<file path="config.mk">
export PLATFORM = sky130hd
export DESIGN_NAME = dma_mode_irq_addressing
export DESIGN_NICKNAME = d
export VERILOG_FILES = /design/src/hw/dma_pkg.sv /design/src/hw/dma_mode_irq_addressing.sv
export SDC_FILE = /design/constraint.sdc
export NUM_CORES = 1
export LEC_CHECK = 0
export CORE_MARGIN = 4
export CORE_UTILIZATION = 30
export CTS_BUF_LIST = sky130_fd_sc_hd__clkbuf_16
export CTS_CLUSTER_SIZE = 28
export DETAILED_ROUTE_END_ITERATION = 7
export DONT_BUFFER_PORTS = 1
export PLACE_DENSITY = 0.47
export RECOVER_POWER = 100
export SYNTH_ARGS = -nofsm -noshare
export SYNTH_HDL_FRONTEND = slang
export SYNTH_SLANG_ARGS = --single-unit
</file>
<file path="constraint.sdc">
create_clock -name SYS_CLK -period 10.8 [get_ports SYS_CLK]
set_clock_uncertainty 0.15 [all_clocks]
set_input_delay 0.54 -clock SYS_CLK [delete_from_list [all_inputs] [get_ports SYS_CLK]]
set_output_delay 0.54 -clock SYS_CLK [all_outputs]
set_load 0.01 [all_outputs]
</file>
<file path="src/hw/dma_pkg.sv">
`default_nettype none
package dma_pkg;
    // ==========================================================
    // Widths
    localparam int CH_N = 3;
    localparam int ADDR_W = 24;
    localparam int DATA_W = 16;
    localparam int CNT_W = 16;
    localparam int CTRL_W = 9;
    localparam int GCTL_W = 8;
    // ==========================================================
    // Register offsets
    localparam logic [7:0] OFS_GCTL = 8'h00;
    localparam logic [7:0] OFS_CSTATE = 8'h04;
    localparam logic [7:0] OFS_CH_BASE = 8'h10;
    localparam logic [7:0] OFS_CH_END = 8'h40;
    localparam logic [3:0] SUB_CTRL = 4'h0;
    localparam logic [3:0] SUB_MAR = 4'h4;
    localparam logic [3:0] SUB_DAR = 4'h8;
    localparam logic [3:0] SUB_CNT = 4'hc;
    // ==========================================================
    // Global control fields
    localparam int G_IRQ = 0;
    localparam int G_RUN = 1;
    localparam int G_SPACE = 2;
    localparam int G_UNLOCK = 3;
    localparam logic [GCTL_W-1:0] GCTL_MASK = 8'h0f;
    localparam logic [GCTL_W-1:0] GCTL_RST = 8'h00;
    // ==========================================================
    // Channel control fields
    localparam int C_IRQ = 0;
    localparam int C_EN = 1;
    localparam int C_DUAL = 2;
    localparam int C_WORD = 3;
    localparam int C_DEV16 = 4;
    localparam int C_TODEV = 5;
    localparam int C_DEMAND = 6;
    localparam int C_REPEAT = 7;
    localparam int C_TRIG = 8;
    localparam logic [CTRL_W-1:0] CTRL_RST = 9'h000;
    // ==========================================================
    // Channel state fields and error codes
    localparam int ST_OPC = 0;
    localparam int ST_REQ = 3;
    localparam int ST_ERR = 6;
    localparam int ST_CODE = 9;
    localparam int ST_BERW = 15;
    localparam logic [1:0] ERR_BUS = 2'h1;
    localparam logic [1:0] ERR_ADDR = 2'h2;
    localparam logic [1:0] ERR_CNT = 2'h3;
    localparam logic [CNT_W-1:0] CNT_ZERO = 16'h0000;
    localparam logic [CNT_W-1:0] CNT_LAST = 16'h0001;
    localparam logic [ADDR_W-1:0] STEP_BYTE = 24'h000001;
    localparam logic [ADDR_W-1:0] STEP_WORD = 24'h000002;
    // ==========================================================
    // Engine states
    typedef enum logic [3:0] {
        S_IDLE = 4'b0001,
        S_SGL = 4'b0010,
        S_RD = 4'b0100,
        S_WR = 4'b1000
    } eng_state_e;
endpackage : dma_pkg
`default_nettype wire

</file>
<file path="src/hw/dma_mode_irq_addressing.sv">
// The placing of the registers and the Wishbone interface to the registers were decided locally.
`timescale 1ns/10ps
`default_nettype none
module dma_mode_irq_addressing #(
    parameter logic [23:0] PERIPH_BASE = 24'hfff000,
    parameter logic [23:0] PERIPH_MASK = 24'hfff000
) (
    input wire logic SYS_CLK,
    input wire logic SYS_RST,
    input wire logic [7:0] WB_ADR_I,
    input wire logic [31:0] WB_DAT_I,
    input wire logic [3:0] WB_SEL_I,
    input wire logic WB_WE_I,
    input wire logic WB_CYC_I,
    input wire logic WB_STB_I,
    output logic [31:0] WB_DAT_O,
    output logic WB_ACK_O,
    input wire logic [dma_pkg::CH_N-1:0] TRANSFER_REQ_IN,
    output logic [dma_pkg::CH_N-1:0] TRANSFER_ACK_OUT,
    input wire logic BUS_FAULT_IN,
    input wire logic MEM_READY,
    input wire logic [dma_pkg::DATA_W-1:0] MEM_RDATA,
    output logic [dma_pkg::ADDR_W-1:0] MEM_ADDR,
    output logic [dma_pkg::DATA_W-1:0] MEM_WDATA,
    output logic MEM_WDATA_OE_N,
    output logic MEM_CYC,
    output logic MEM_WE,
    output logic UPPER_BYTE_STROBE,
    output logic LOWER_BYTE_STROBE,
    output logic SPACE_CODE_SELECT,
    output logic SERVICE_IRQ,
    output logic ERROR_IRQ
);
    import dma_pkg::*;

    // ==========================================================
    // Helpers
    function automatic logic [31:0] merge(input logic [31:0] old, input logic [31:0] nw,
                                          input logic [3:0] sel);
        logic [31:0] m;
        m = old;
        for (int i = 0; i < 4; i++) begin
            if (sel[i]) begin
                m[8*i+:8] = nw[8*i+:8];
            end
        end
        return m;
    endfunction : merge

    function automatic logic [ADDR_W-1:0] step(input logic word, input logic dev16,
                                               input logic device);
        if (word) begin
            return STEP_WORD;
        end else if (device && !dev16) begin
            return STEP_WORD;
        end
        return STEP_BYTE;
    endfunction : step

    function automatic logic bad_addr(input logic [ADDR_W-1:0] a, input logic word);
        return (word && a[0]) || ((a & PERIPH_MASK) == PERIPH_BASE);
    endfunction : bad_addr

    // ==========================================================
    // State
    logic [GCTL_W-1:0] gctl_r;
    logic [CTRL_W-1:0] ctrl_r [CH_N];
    logic [ADDR_W-1:0] mar_r [CH_N];
    logic [ADDR_W-1:0] dar_r [CH_N];
    logic [CNT_W-1:0] cnt_r [CH_N];
    logic [CH_N-1:0] opc_r, err_r, req_s1_r, req_s2_r, req_s3_r, req_r;
    logic [1:0] code_r [CH_N];
    logic berw_r;
    eng_state_e st_r;
    logic [1:0] cur_r;
    logic ack_r;
    logic [31:0] dat_r;
    logic mem_cyc_r, mem_we_r, uds_r, lds_r, oe_n_r, srv_r, erq_r;
    logic [ADDR_W-1:0] addr_r;
    logic [DATA_W-1:0] tmp_r;
    logic [CH_N-1:0] tack_r;

    // ==========================================================
    // Request sampling
    always_ff @(posedge SYS_CLK or posedge SYS_RST) begin
        if (SYS_RST) begin
            req_s1_r <= '0;
            req_s2_r <= '0;
            req_s3_r <= '0;
            req_r <= '0;
        end else begin
            req_s1_r <= TRANSFER_REQ_IN;
            req_s2_r <= req_s1_r;
            req_s3_r <= req_s2_r;
            req_r <= (req_s2_r & req_s3_r) | (req_r & (req_s2_r | req_s3_r));
        end
    end

    // ==========================================================
    // Request selection and events
    logic [CH_N-1:0] want, irq_allow;
    logic sw0, any, idle, dualp, wordp, ev_cnterr, ev_adrerr, ev_start;
    logic ev_bus_fault_in, ev_done, ev_err, last;
    logic [1:0] pick, ev_ch;

    always_comb begin
        sw0 = ctrl_r[0][C_TRIG] && (ctrl_r[0][C_DUAL] ||
              (ctrl_r[0][C_DEMAND] && ctrl_r[0][C_REPEAT]));
        for (int c = 0; c < CH_N; c++) begin
            want[c] = gctl_r[G_RUN] && ctrl_r[c][C_EN] && !opc_r[c] &&
                      (req_r[c] || (c == 0 && sw0));
            irq_allow[c] = ctrl_r[c][C_IRQ];
        end
        any = |want;
        pick = want[0] ? 2'd0 : (want[1] ? 2'd1 : 2'd2);
        idle = (st_r == S_IDLE);
        dualp = (pick == 2'd0) && ctrl_r[0][C_DUAL];
        wordp = ctrl_r[pick][C_WORD];
        ev_cnterr = idle && any && (cnt_r[pick] == CNT_ZERO);
        ev_adrerr = idle && any && !ev_cnterr && (bad_addr(mar_r[pick], wordp) ||
                    (dualp && bad_addr(dar_r[pick], wordp)));
        ev_start = idle && any && !ev_cnterr && !ev_adrerr;
        ev_bus_fault_in = !idle && mem_cyc_r && BUS_FAULT_IN;
        ev_done = (st_r == S_WR || st_r == S_SGL) && mem_cyc_r && MEM_READY && !BUS_FAULT_IN;
        ev_err = ev_cnterr || ev_adrerr || ev_bus_fault_in;
        ev_ch = idle ? pick : cur_r;
        last = ev_done && (cnt_r[cur_r] == CNT_LAST);
    end

    // ==========================================================
    // Wishbone decode
    logic hit, wr, wr_ok, ch_hit;
    logic [7:0] ch_off;
    logic [1:0] ch_idx;
    logic [3:0] sub;
    logic [31:0] rd_c, state_c;

    always_comb begin
        hit = WB_CYC_I && WB_STB_I && !ack_r;
        wr = hit && WB_WE_I;
        wr_ok = wr && gctl_r[G_UNLOCK];
        ch_hit = (WB_ADR_I >= OFS_CH_BASE) && (WB_ADR_I < OFS_CH_END);
        ch_off = WB_ADR_I - OFS_CH_BASE;
        ch_idx = ch_off[5:4];
        sub = WB_ADR_I[3:0];
        state_c = '0;
        for (int c = 0; c < CH_N; c++) begin
            state_c[ST_OPC+c] = opc_r[c];
            state_c[ST_REQ+c] = want[c];
            state_c[ST_ERR+c] = err_r[c];
            state_c[ST_CODE+2*c+:2] = code_r[c];
        end
        state_c[ST_BERW] = berw_r;
        rd_c = '0;
        if (WB_ADR_I == OFS_GCTL) begin
            rd_c[GCTL_W-1:0] = gctl_r;
        end else if (WB_ADR_I == OFS_CSTATE) begin
            rd_c = state_c;
        end else if (ch_hit) begin
            case (sub)
                SUB_CTRL: rd_c[CTRL_W-1:0] = ctrl_r[ch_idx];
                SUB_MAR: rd_c[ADDR_W-1:0] = mar_r[ch_idx];
                SUB_DAR: rd_c[ADDR_W-1:0] = dar_r[ch_idx];
                SUB_CNT: rd_c[CNT_W-1:0] = cnt_r[ch_idx];
                default: rd_c = '0;
            endcase
        end
    end

    always_ff @(posedge SYS_CLK or posedge SYS_RST) begin
        if (SYS_RST) begin
            ack_r <= 1'b0;
            dat_r <= '0;
        end else begin
            ack_r <= hit;
            dat_r <= hit ? rd_c : '0;
        end
    end

    // ==========================================================
    // Global control
    always_ff @(posedge SYS_CLK or posedge SYS_RST) begin
        if (SYS_RST) begin
            gctl_r <= GCTL_RST;
        end else if (wr && WB_ADR_I == OFS_GCTL && WB_SEL_I[0]) begin
            gctl_r <= WB_DAT_I[GCTL_W-1:0] & GCTL_MASK;
        end
    end

    // ==========================================================
    // Channel control
    always_ff @(posedge SYS_CLK or posedge SYS_RST) begin
        if (SYS_RST) begin
            for (int c = 0; c < CH_N; c++) begin
                ctrl_r[c] <= CTRL_RST;
            end
        end else begin
            for (int c = 0; c < CH_N; c++) begin
                if (wr_ok && ch_hit && ch_idx == c && sub == SUB_CTRL) begin
                    ctrl_r[c] <= CTRL_W'(merge(32'(ctrl_r[c]), WB_DAT_I, WB_SEL_I));
                end
                if ((last && cur_r == c) || (ev_err && ev_ch == c)) begin
                    ctrl_r[c][C_TRIG] <= 1'b0;
                end
            end
        end
    end

    // ==========================================================
    // Addresses and counts, not reset
    always_ff @(posedge SYS_CLK) begin
        for (int c = 0; c < CH_N; c++) begin
            if (wr_ok && ch_hit && ch_idx == c) begin
                if (sub == SUB_MAR) begin
                    mar_r[c] <= ADDR_W'(merge(32'(mar_r[c]), WB_DAT_I, WB_SEL_I));
                end
                if (sub == SUB_DAR) begin
                    dar_r[c] <= ADDR_W'(merge(32'(dar_r[c]), WB_DAT_I, WB_SEL_I));
                end
                if (sub == SUB_CNT) begin
                    cnt_r[c] <= CNT_W'(merge(32'(cnt_r[c]), WB_DAT_I, WB_SEL_I));
                end
            end
            if (ev_done && cur_r == c) begin
                mar_r[c] <= mar_r[c] + step(ctrl_r[c][C_WORD], ctrl_r[c][C_DEV16], 1'b0);
                if (c == 0 && ctrl_r[0][C_DUAL]) begin
                    dar_r[c] <= dar_r[c] + step(ctrl_r[c][C_WORD], ctrl_r[c][C_DEV16], 1'b1);
                end
                cnt_r[c] <= cnt_r[c] - CNT_LAST;
            end
        end
    end

    // ==========================================================
    // Channel state flags
    always_ff @(posedge SYS_CLK or posedge SYS_RST) begin
        if (SYS_RST) begin
            opc_r <= '0;
            err_r <= '0;
            berw_r <= 1'b0;
            for (int c = 0; c < CH_N; c++) begin
                code_r[c] <= 2'h0;
            end
        end else begin
            for (int c = 0; c < CH_N; c++) begin
                if (wr_ok && ch_hit && ch_idx == c && sub == SUB_CNT) begin
                    opc_r[c] <= 1'b0;
                end
                if (wr_ok && WB_ADR_I == OFS_CSTATE && WB_DAT_I[ST_ERR+c]) begin
                    err_r[c] <= 1'b0;
                    code_r[c] <= 2'h0;
                end
                if (last && cur_r == c) begin
                    opc_r[c] <= 1'b1;
                end
                if (ev_err && ev_ch == c) begin
                    err_r[c] <= 1'b1;
                    code_r[c] <= ev_bus_fault_in ? ERR_BUS : (ev_cnterr ? ERR_CNT : ERR_ADDR);
                end
            end
            if (ev_bus_fault_in && cur_r == 2'd0) begin
                berw_r <= (st_r == S_RD);
            end
        end
    end

    // ==========================================================
    // Interrupt outputs
    always_ff @(posedge SYS_CLK or posedge SYS_RST) begin
        if (SYS_RST) begin
            srv_r <= 1'b0;
            erq_r <= 1'b0;
        end else begin
            srv_r <= gctl_r[G_IRQ] && |(opc_r & irq_allow);
            erq_r <= gctl_r[G_IRQ] && |(err_r & irq_allow);
        end
    end

    // ==========================================================
    // Transfer engine
    logic [7:0] lane;
    assign lane = addr_r[0] ? MEM_RDATA[7:0] : MEM_RDATA[15:8];

    always_ff @(posedge SYS_CLK or posedge SYS_RST) begin
        if (SYS_RST) begin
            st_r <= S_IDLE;
            cur_r <= 2'd0;
            mem_cyc_r <= 1'b0;
            mem_we_r <= 1'b0;
            uds_r <= 1'b0;
            lds_r <= 1'b0;
            oe_n_r <= 1'b1;
            addr_r <= '0;
            tmp_r <= '0;
            tack_r <= '0;
        end else begin
            case (st_r)
                S_IDLE: begin
                    if (ev_start) begin
                        cur_r <= pick;
                        addr_r <= mar_r[pick];
                        mem_cyc_r <= 1'b1;
                        uds_r <= wordp || !mar_r[pick][0];
                        lds_r <= wordp || mar_r[pick][0];
                        if (dualp) begin
                            st_r <= S_RD;
                            mem_we_r <= 1'b0;
                        end else begin
                            st_r <= S_SGL;
                            mem_we_r <= !ctrl_r[pick][C_TODEV];
                            tack_r[pick] <= 1'b1;
                        end
                    end
                end
                S_RD: begin
                    if (BUS_FAULT_IN) begin
                        st_r <= S_IDLE;
                        mem_cyc_r <= 1'b0;
                        uds_r <= 1'b0;
                        lds_r <= 1'b0;
                    end else if (MEM_READY) begin
                        st_r <= S_WR;
                        tmp_r <= ctrl_r[0][C_WORD] ? MEM_RDATA : {lane, lane};
                        addr_r <= dar_r[0];
                        mem_we_r <= 1'b1;
                        oe_n_r <= 1'b0;
                        uds_r <= ctrl_r[0][C_WORD] || !dar_r[0][0];
                        lds_r <= ctrl_r[0][C_WORD] || dar_r[0][0];
                    end
                end
                S_WR, S_SGL: begin
                    if (BUS_FAULT_IN || MEM_READY) begin
                        st_r <= S_IDLE;
                        mem_cyc_r <= 1'b0;
                        mem_we_r <= 1'b0;
                        oe_n_r <= 1'b1;
                        uds_r <= 1'b0;
                        lds_r <= 1'b0;
                        tack_r <= '0;
                    end
                end
                default: begin
                    st_r <= S_IDLE;
                end
            endcase
        end
    end

    assign WB_ACK_O = ack_r;
    assign WB_DAT_O = dat_r;
    assign TRANSFER_ACK_OUT = tack_r;
    assign MEM_ADDR = addr_r;
    assign MEM_WDATA = tmp_r;
    assign MEM_WDATA_OE_N = oe_n_r;
    assign MEM_CYC = mem_cyc_r;
    assign MEM_WE = mem_we_r;
    assign UPPER_BYTE_STROBE = uds_r;
    assign LOWER_BYTE_STROBE = lds_r;
    assign SPACE_CODE_SELECT = gctl_r[G_SPACE];
    assign SERVICE_IRQ = srv_r;
    assign ERROR_IRQ = erq_r;
endmodule : dma_mode_irq_addressing
`default_nettype wire

</file>
==> results of run 1 <==
cell families after synthesis:
group / synth area share
AOI/OAI and AO/OA: 0.146
xor gates and xnor gates: 0.0594
adders and majority gates: 0.0171
buffers and inverters: 0.0319
DFF: 0.507
muxes: 0.0909
other: 0.000207
and+or+nand+nor: 0.147
cell usage after synthesis (15+ instances only):
| cell | count |
|---|---|
| edfxtp_1 | 192 |
| dfrtp_1 | 135 |
| mux2_4 | 20 |
| a221oi_1 | 24 |
| nand4_1 | 29 |
| nor3_1 | 27 |
| nand3_1 | 33 |
| clkbuf_1 | 79 |
| o221a_2 | 15 |
| o22ai_1 | 17 |
| ha_1 | 16 |
| a21oi_1 | 158 |
| nor2_1 | 127 |
| nand2_1 | 244 |
| inv_1 | 27 |
| nor4_1 | 15 |
| mux2i_1 | 93 |
| xor2_1 | 57 |
| o21ai_0 | 147 |
| mux2_2 | 37 |
| xnor2_1 | 66 |
layout make-up:
cell class / instances / area share
Timing Repair Buffer: 61 / 0.0233
Multi-Input combinational cell: 1309 / 0.411
Inverter: 27 / 0.00506
Clock buffer: 43 / 0.0531
Clock inverter: 28 / 0.00624
Sequential cell: 329 / 0.454
Tap cell: 773 / 0.0477
sequential cells by signal (all words and copies together) (netlist names), 2 cells and up:
| name | count |
|---|---|
| st_r | 4 |
| gctl_r | 4 |
| MEM_WDATA | 16 |
| req_r | 3 |
| err_r | 3 |
| opc_r | 3 |
| TRANSFER_ACK_OUT | 3 |
| WB_DAT_O | 24 |
| dar_r | 72 |
| ctrl_r | 27 |
| cnt_r | 48 |
| req_s1_r | 3 |
| req_s3_r | 3 |
| cur_r | 2 |
| code_r | 6 |
| mar_r | 72 |
| req_s2_r | 3 |
| MEM_ADDR | 24 |
metal layers:
metal	part of all wire	wire (microns)	GRT usage	vias up
met3	0.088	5810	0.0456	88
met2	0.44	29000	0.302	627
li1	-	-	-	6480
met5	0	0	0	-
met1	0.45	29600	0.290	7142
met4	0.028	1840	0.0567	0
power by group through the flow:
stage	sequential (mW)	combinational, mW	clock (mW)
floorplan	1.37	0.0887	0
global placement	1.37	0.109	0
detailed placement	1.37	0.111	0
CTS	1.35	0.133	1.30
global route	1.35	0.146	1.34
finish	1.35	0.135	1.26
critical path, cell delays in order:
cell,delay [ps]
dlygate4sd3_1,550
clkinvlp_2,1880
clkbuf_1,2610
path summary, 6_finish.rpt:
check,from,endpoint,slack (ps),depth (start not counted)
setup / recovery,SYS_RST,WB_DAT_O[18],4840,3
hold / removal,MEM_RDATA[3],MEM_WDATA[3],30,2
setup reg to reg,st_r[3],dar_r[0][17],5100,8
hold reg to reg,req_s1_r[2],req_s2_r[2],200,0
max in group SYS_CLK,st_r[3],dar_r[0][17],5100,8
min in group asynchronous,SYS_RST,WB_DAT_O[12],1260,2
stage by stage:
step                      total power [mW]  cell area, sq um  hold slack (ps)   util
after floorplan                       1.46             18200              181      -
final                                 2.75             20300             25.5  0.341
after global routing                  2.84             20300             25.0  0.341
after CTS                             2.77             20500            0.386  0.344
after detailed placement              1.48             18900              188  0.318
after global placement                1.48             18900              192  0.318
==> results.sh, run 1 <==
export IMPL_clk_transition_reported_paths_ps=50
export IMPL_vias=14337
export IMPL_synth_area_leaders="edfxtp_1, dfrtp_1, mux2i_1"
export IMPL_cts_resized=0
export IMPL_startpoint_type="input pin"
export IMPL_final_hold_viol_count=0
export IMPL_p_int_mw=2.10
export IMPL_numCtsBuffers=40
export IMPL_fin_nets=1858
export IMPL_cts_tree="yes"
export IMPL_design_die_area_sq_mm=0.0644
export IMPL_critPathArrivalTime_ps=5670
export IMPL_slew_headroom=-1.37
export IMPL_clkLatencyLatePin_ps=560
export IMPL_fin_ws_ps=4840
export IMPL_first_pass_iters=6
export IMPL_cts_hold_buf=33
export IMPL_finalMaxSlewViolations=368
export IMPL_async_flop_share=0.416
export IMPL_synthesis_area_sq_mm=0.0181
export IMPL_htree_levels=2
export IMPL_area_growth_pct=11.7
export IMPL_antenna_left=0
export IMPL_grtUsageTotal=0.201
export IMPL_switching_share=0.234
export IMPL_cp_end_kind="async pin"
export IMPL_final_common_cell="nand2_1"
export IMPL_numClockSinks=329
export IMPL_fp_row_count=89
export IMPL_initial_utilization=0.305
export IMPL_rsz0062_at_grt="no"
export IMPL_io_buffer_count=0
export IMPL_ys_warn_count=0
export IMPL_yosysSeqAreaShare=0.507
export IMPL_multi_input_area_sq_mm=0.00832
export IMPL_vdd_drop_max_v=0.0000931
export IMPL_grt_pass1_vias=13773
export IMPL_syn_inst=1764
export IMPL_required_ps=10510
export IMPL_ys_ff_latch=329
export IMPL_worst_slew_pin_slew_ps=3550
export IMPL_diodes=0
export IMPL_clockBufferDepth=3
export IMPL_ios=154
export IMPL_antenna_found_initial=0
export IMPL_gp_congestion=0.879
export IMPL_cp_max_fo=72
export IMPL_synth_edf_count=192
export IMPL_grt_ovfl_total=0
export IMPL_drcViolationCount=0
export IMPL_post_cts_setup_buffer_count=0
export IMPL_grt_max_degree=78
export IMPL_p_sw_uw=644
export IMPL_die_height_microns=254
export IMPL_seqCellArea_sq_mm=0.00920
export IMPL_vias_per_cell=5.58
export IMPL_finalSetupTns_ps=0
export IMPL_nFillCells=6086
export IMPL_power_density_mw_per_mm2=136
export IMPL_ys_types=72
export IMPL_final_cells=2570
export IMPL_fp_dieW_microns=254
export IMPL_max_cap_violations=9
export IMPL_synth_avg_cell_area_sq_um=10.3
export IMPL_crit_type="in2async"
export IMPL_final_period_utilization=0.552
export IMPL_numPlacedInstances=2466
export IMPL_dpl_hpwl_mm=45.8
export IMPL_final_cell_mix="nand2_1, edfxtp_1, a21oi_1, o21ai_0, dfrtp_1"
export IMPL_status="finished with violations"
export IMPL_synth_top_area_cell="edfxtp_1"
export IMPL_first_iter_violations=1801
export IMPL_p_leak_nw=7.52
export IMPL_synth_ff_type="edfxtp_1"
export IMPL_root_buffer="clkbuf_16"
export IMPL_comb_power_share=0.049
export IMPL_timing_fmax_ghz=0.168
export IMPL_clkPwrFrac=0.461
export IMPL_wirelength_mm=66.3
export IMPL_finalSetupViolCount=0
export IMPL_grt_pass1_wl_mm=95.7
export IMPL_routedWlPerCell_microns=25.8
export IMPL_fin_crit_ps=5960
export IMPL_hold_class="in2reg"
export IMPL_violations="max-capacitance violations, max-slew violations"
export IMPL_place_ws_ps=6720
export IMPL_yosys_area_top_type_share=0.318
export IMPL_drive_above_1_share=0.0735
export IMPL_core_sq_mm=0.0595
export IMPL_seqPwrFrac=0.490
Power figures use the tool's default switching activity.
==> run 2, diff against run 1 <==
--- a/config.mk
+++ b/config.mk
@@ -5,13 +5,14 @@
 export SDC_FILE = /design/constraint.sdc
 export NUM_CORES = 1
 export LEC_CHECK = 0
+export ABC_AREA = 1
 export CORE_MARGIN = 4
 export CORE_UTILIZATION = 30
 export CTS_BUF_LIST = sky130_fd_sc_hd__clkbuf_16
 export CTS_CLUSTER_SIZE = 28
 export DETAILED_ROUTE_END_ITERATION = 7
 export DONT_BUFFER_PORTS = 1
-export PLACE_DENSITY = 0.47
+export PLACE_DENSITY = 0.48
 export RECOVER_POWER = 100
 export SYNTH_ARGS = -nofsm -noshare
 export SYNTH_HDL_FRONTEND = slang
==> constraint.sdc (replaced) <==
create_clock -name SYS_CLK -period 5.35 [get_ports SYS_CLK]
set_clock_uncertainty 0.15 [all_clocks]
set_input_delay 0.2675 -clock SYS_CLK [delete_from_list [all_inputs] [get_ports SYS_CLK]]
set_output_delay 0.2675 -clock SYS_CLK [all_outputs]
set_load 0.01 [all_outputs]
==> run 2 against run 1 <==
Compared with the run above:
- core utilization is 0.75 points higher
- combinational power grew to 5.6 times the previous value
- the run still ends with max-capacitance violations, max-slew violations left
- worst hold slack better by 70 ps
- first-iteration DRC count is 5.8% lower
- sequential cell count stayed put
- routed wire length is 8.2% higher
- register-to-register slack worse by 4500 ps
- critical path depth is 15 higher
- count of clock-buffer cells in the layout is 1 lower
- setup slack worse by 4200 ps
- critical path type is now reg2reg
==> results.sh, run 2 <==
export IMPL_status="finished with violations"
export IMPL_violations="max-capacitance violations, max-slew violations"
export IMPL_final_common_cell="nand2_1"
export IMPL_finalSetupTns_ps=0
export IMPL_hp_start="TRANSFER_REQ_IN[2]"
export IMPL_drcViolationCount=0
export IMPL_synth_avg_cell_area_sq_um=8.09
export IMPL_drive_above_1_share=0.0464
export IMPL_cp_end_kind="flop"
export IMPL_fp_dieW_microns=259
export IMPL_clkPwrFrac=0.409
export IMPL_multi_input_area_sq_mm=0.00837
export IMPL_diodes=0
export IMPL_cp_max_fo=21
export IMPL_grtUsageTotal=0.207
export IMPL_cts_tree="yes"
export IMPL_numCtsBuffers=40
export IMPL_max_cap_violations=3
export IMPL_hold_class="in2reg"
export IMPL_synth_area_leaders="edfxtp_1, dfrtp_1, nand2_1"
export IMPL_p_int_mw=4.56
export IMPL_required_ps=5630
export IMPL_finalSetupViolCount=0
export IMPL_post_cts_setup_buffer_count=0
export IMPL_fp_row_count=91
export IMPL_yosysSeqAreaShare=0.486
export IMPL_dpl_hpwl_mm=53.0
export IMPL_p_leak_nw=9.01
export IMPL_cts_hold_buf=59
export IMPL_seqPwrFrac=0.474
export IMPL_rsz0062_at_grt="no"
export IMPL_reg2reg_depth=18
export IMPL_nFillCells=6484
export IMPL_synth_top_area_cell="edfxtp_1"
export IMPL_r2r_start="ctrl_r[20]"
export IMPL_holdWs_ps=95.1
export IMPL_synth_ff_type="edfxtp_1"
export IMPL_synthesis_area_sq_mm=0.0189
export IMPL_grt_ovfl_total=0
export IMPL_root_buffer="clkbuf_16"
export IMPL_final_period_utilization=0.880
export IMPL_switching_share=0.290
export IMPL_ys_types=56
export IMPL_grt_pass1_vias=16313
export IMPL_fin_crit_ps=4710
export IMPL_ios=154
export IMPL_antenna_found_initial=9
export IMPL_r2r_end="MEM_ADDR[19]"
export IMPL_numClockSinks=329
export IMPL_vias=17018
export IMPL_design_die_area_sq_mm=0.0672
export IMPL_vias_per_cell=5.23
export IMPL_yosys_area_top_type_share=0.305
export IMPL_area_growth_pct=14.2
export IMPL_die_height_microns=259
export IMPL_finalInstanceArea_sq_mm=0.0216
export IMPL_seqCellArea_sq_mm=0.00920
export IMPL_htree_levels=2
export IMPL_synth_most_common_cell="nand2_1"
export IMPL_vdd_drop_max_v=0.000178
export IMPL_antenna_left=0
export IMPL_startpoint_type="flop"
export IMPL_clkLatencyLatePin_ps=590
export IMPL_slew_headroom=-1.54
export IMPL_placed_area_sq_mm=0.0199
export IMPL_hold_depth=1
export IMPL_timing_fmax_ghz=0.212
export IMPL_finalMaxSlewViolations=160
export IMPL_first_pass_iters=6
export IMPL_io_buffer_count=0
export IMPL_gp_congestion=0.909
export IMPL_cts_resized=0
export IMPL_p_sw_mw=1.86
export IMPL_syn_inst=2339
export IMPL_final_cell_mix="nand2_1, o21ai_0, inv_1, nor2_1, edfxtp_1"
export IMPL_initial_utilization=0.305
export IMPL_clockBufferDepth=3
export IMPL_routedWlPerCell_microns=22.1
export IMPL_grt_max_degree=106
export IMPL_first_iter_violations=1696
export IMPL_fin_nets=2473
export IMPL_synth_edf_count=192
export IMPL_critPathArrivalTime_ps=4990
export IMPL_power_density_mw_per_mm2=297
export IMPL_core_sq_mm=0.0621
export IMPL_largestRegisters="dar_r x72, mar_r x72, cnt_r x48"
export IMPL_async_flop_share=0.416
export IMPL_crit_type="reg2reg"
export IMPL_grt_pass1_wl_mm=105
export IMPL_wirelength_mm=71.7
export IMPL_r2r_slack_ps=640
export IMPL_worst_slew_pin_slew_ps=3810
export IMPL_final_hold_viol_count=0
export IMPL_p_total_mw=6.43
export IMPL_ys_ff_latch=329
export IMPL_ys_warn_count=0
export IMPL_clk_transition_reported_paths_ps=60
export IMPL_comb_power_share=0.117
export IMPL_hold_end="req_s1_r[2]"
export IMPL_yosys_top_cells_count="nand2_1, o21ai_0, inv_1"
## run 2: cell types whose count changed after synthesis, sizes merged, moves of 22 or more
cell   delta
nand2   +381
inv     +207
o21ai   +145
mux2i    -85
nand3    +85
nor2     +75
a21oi    -74
xnor2    -51
mux2     -49
nor3     +22
## run 2: through the flow
step,setup WS (ps),util,cells
5_1_grt,402,0.348,3251
4_1_cts,1240,0.350,3251
3_5_place_dp,1300,0.320,3119
2_1_floorplan,1270,-,2346
3_3_place_gp,1250,0.320,3119
6_report,640,0.348,3251
## run 2: worst max path at each step
stage	start	endpoint	slack (ps)
after floorplan	SYS_RST	ERROR_IRQ	1270
after global placement	ctrl_r[21]	dar_r[0][20]	1250
after detailed placement	ctrl_r[21]	dar_r[0][20]	1300
after CTS	ctrl_r[21]	dar_r[0][20]	1240
after global routing	ctrl_r[20]	MEM_ADDR[22]	400
final	ctrl_r[20]	MEM_ADDR[19]	640
## run 2: power groups by stage
| stage | registers (mW) | logic [mW] | clock network [mW] |
|---|---|---|---|
| finish | 3.05 | 0.750 | 2.63 |
| global route | 3.07 | 0.847 | 2.79 |
| CTS | 3.06 | 0.754 | 2.70 |
| detailed placement | 3.11 | 0.694 | 0 |
| global placement | 3.10 | 0.680 | 0 |
| floorplan | 3.03 | 0.578 | 0 |
## run 2: cell type report
type	instances	share of cell area
sequential	329	0.426
multi-input combinational	1674	0.387
clock buffer	42	0.0486
tap	837	0.0485
inverter	237	0.0412
timing repair buffer	101	0.0397
clock inverter	31	0.00903
## run 2: critical path, cell delays in order, from the launching register on
cell and delay (ps):
dfrtp_1 450, inv_2 100, nand2_1 80, nand2_1 110, nand2_1 90, nand2_1 370, nand2_1 580, clkbuf_1 580
nor2_1 90, nor3_1 410, buf_4 240, nand2_1 100, nand2_1 130, inv_2 60, nand3_4 130, nand2_4 140
nand2_2 340, buf_4 270, o21ai_0 100
## run 2: logic make-up (layout without fill, tap and decap cells)
family | count (synthesis) | count (layout) | synth area share
fa+ha+maj | 23 | 23 | 0.0164
simple gates | 1043 | 1043 | 0.227
compound gates | 492 | 492 | 0.146
flops | 329 | 329 | 0.486
mux | 16 | 16 | 0.00899
buf+inv | 343 | 411 | 0.0727
xor+xnor | 92 | 92 | 0.0426
other cells | 1 | 8 | 0.000198
## run 2: routing by layer
| layer | track usage | vias to the layer above | wire length (microns) |
|---|---|---|---|
| li1 | - | 7965 | - |
| met1 | 0.302 | 8214 | 33000 |
| met2 | 0.313 | 745 | 30800 |
| met3 | 0.0492 | 84 | 6720 |
| met4 | 0.0405 | 10 | 1220 |
| met5 | 0 | - | 68 |
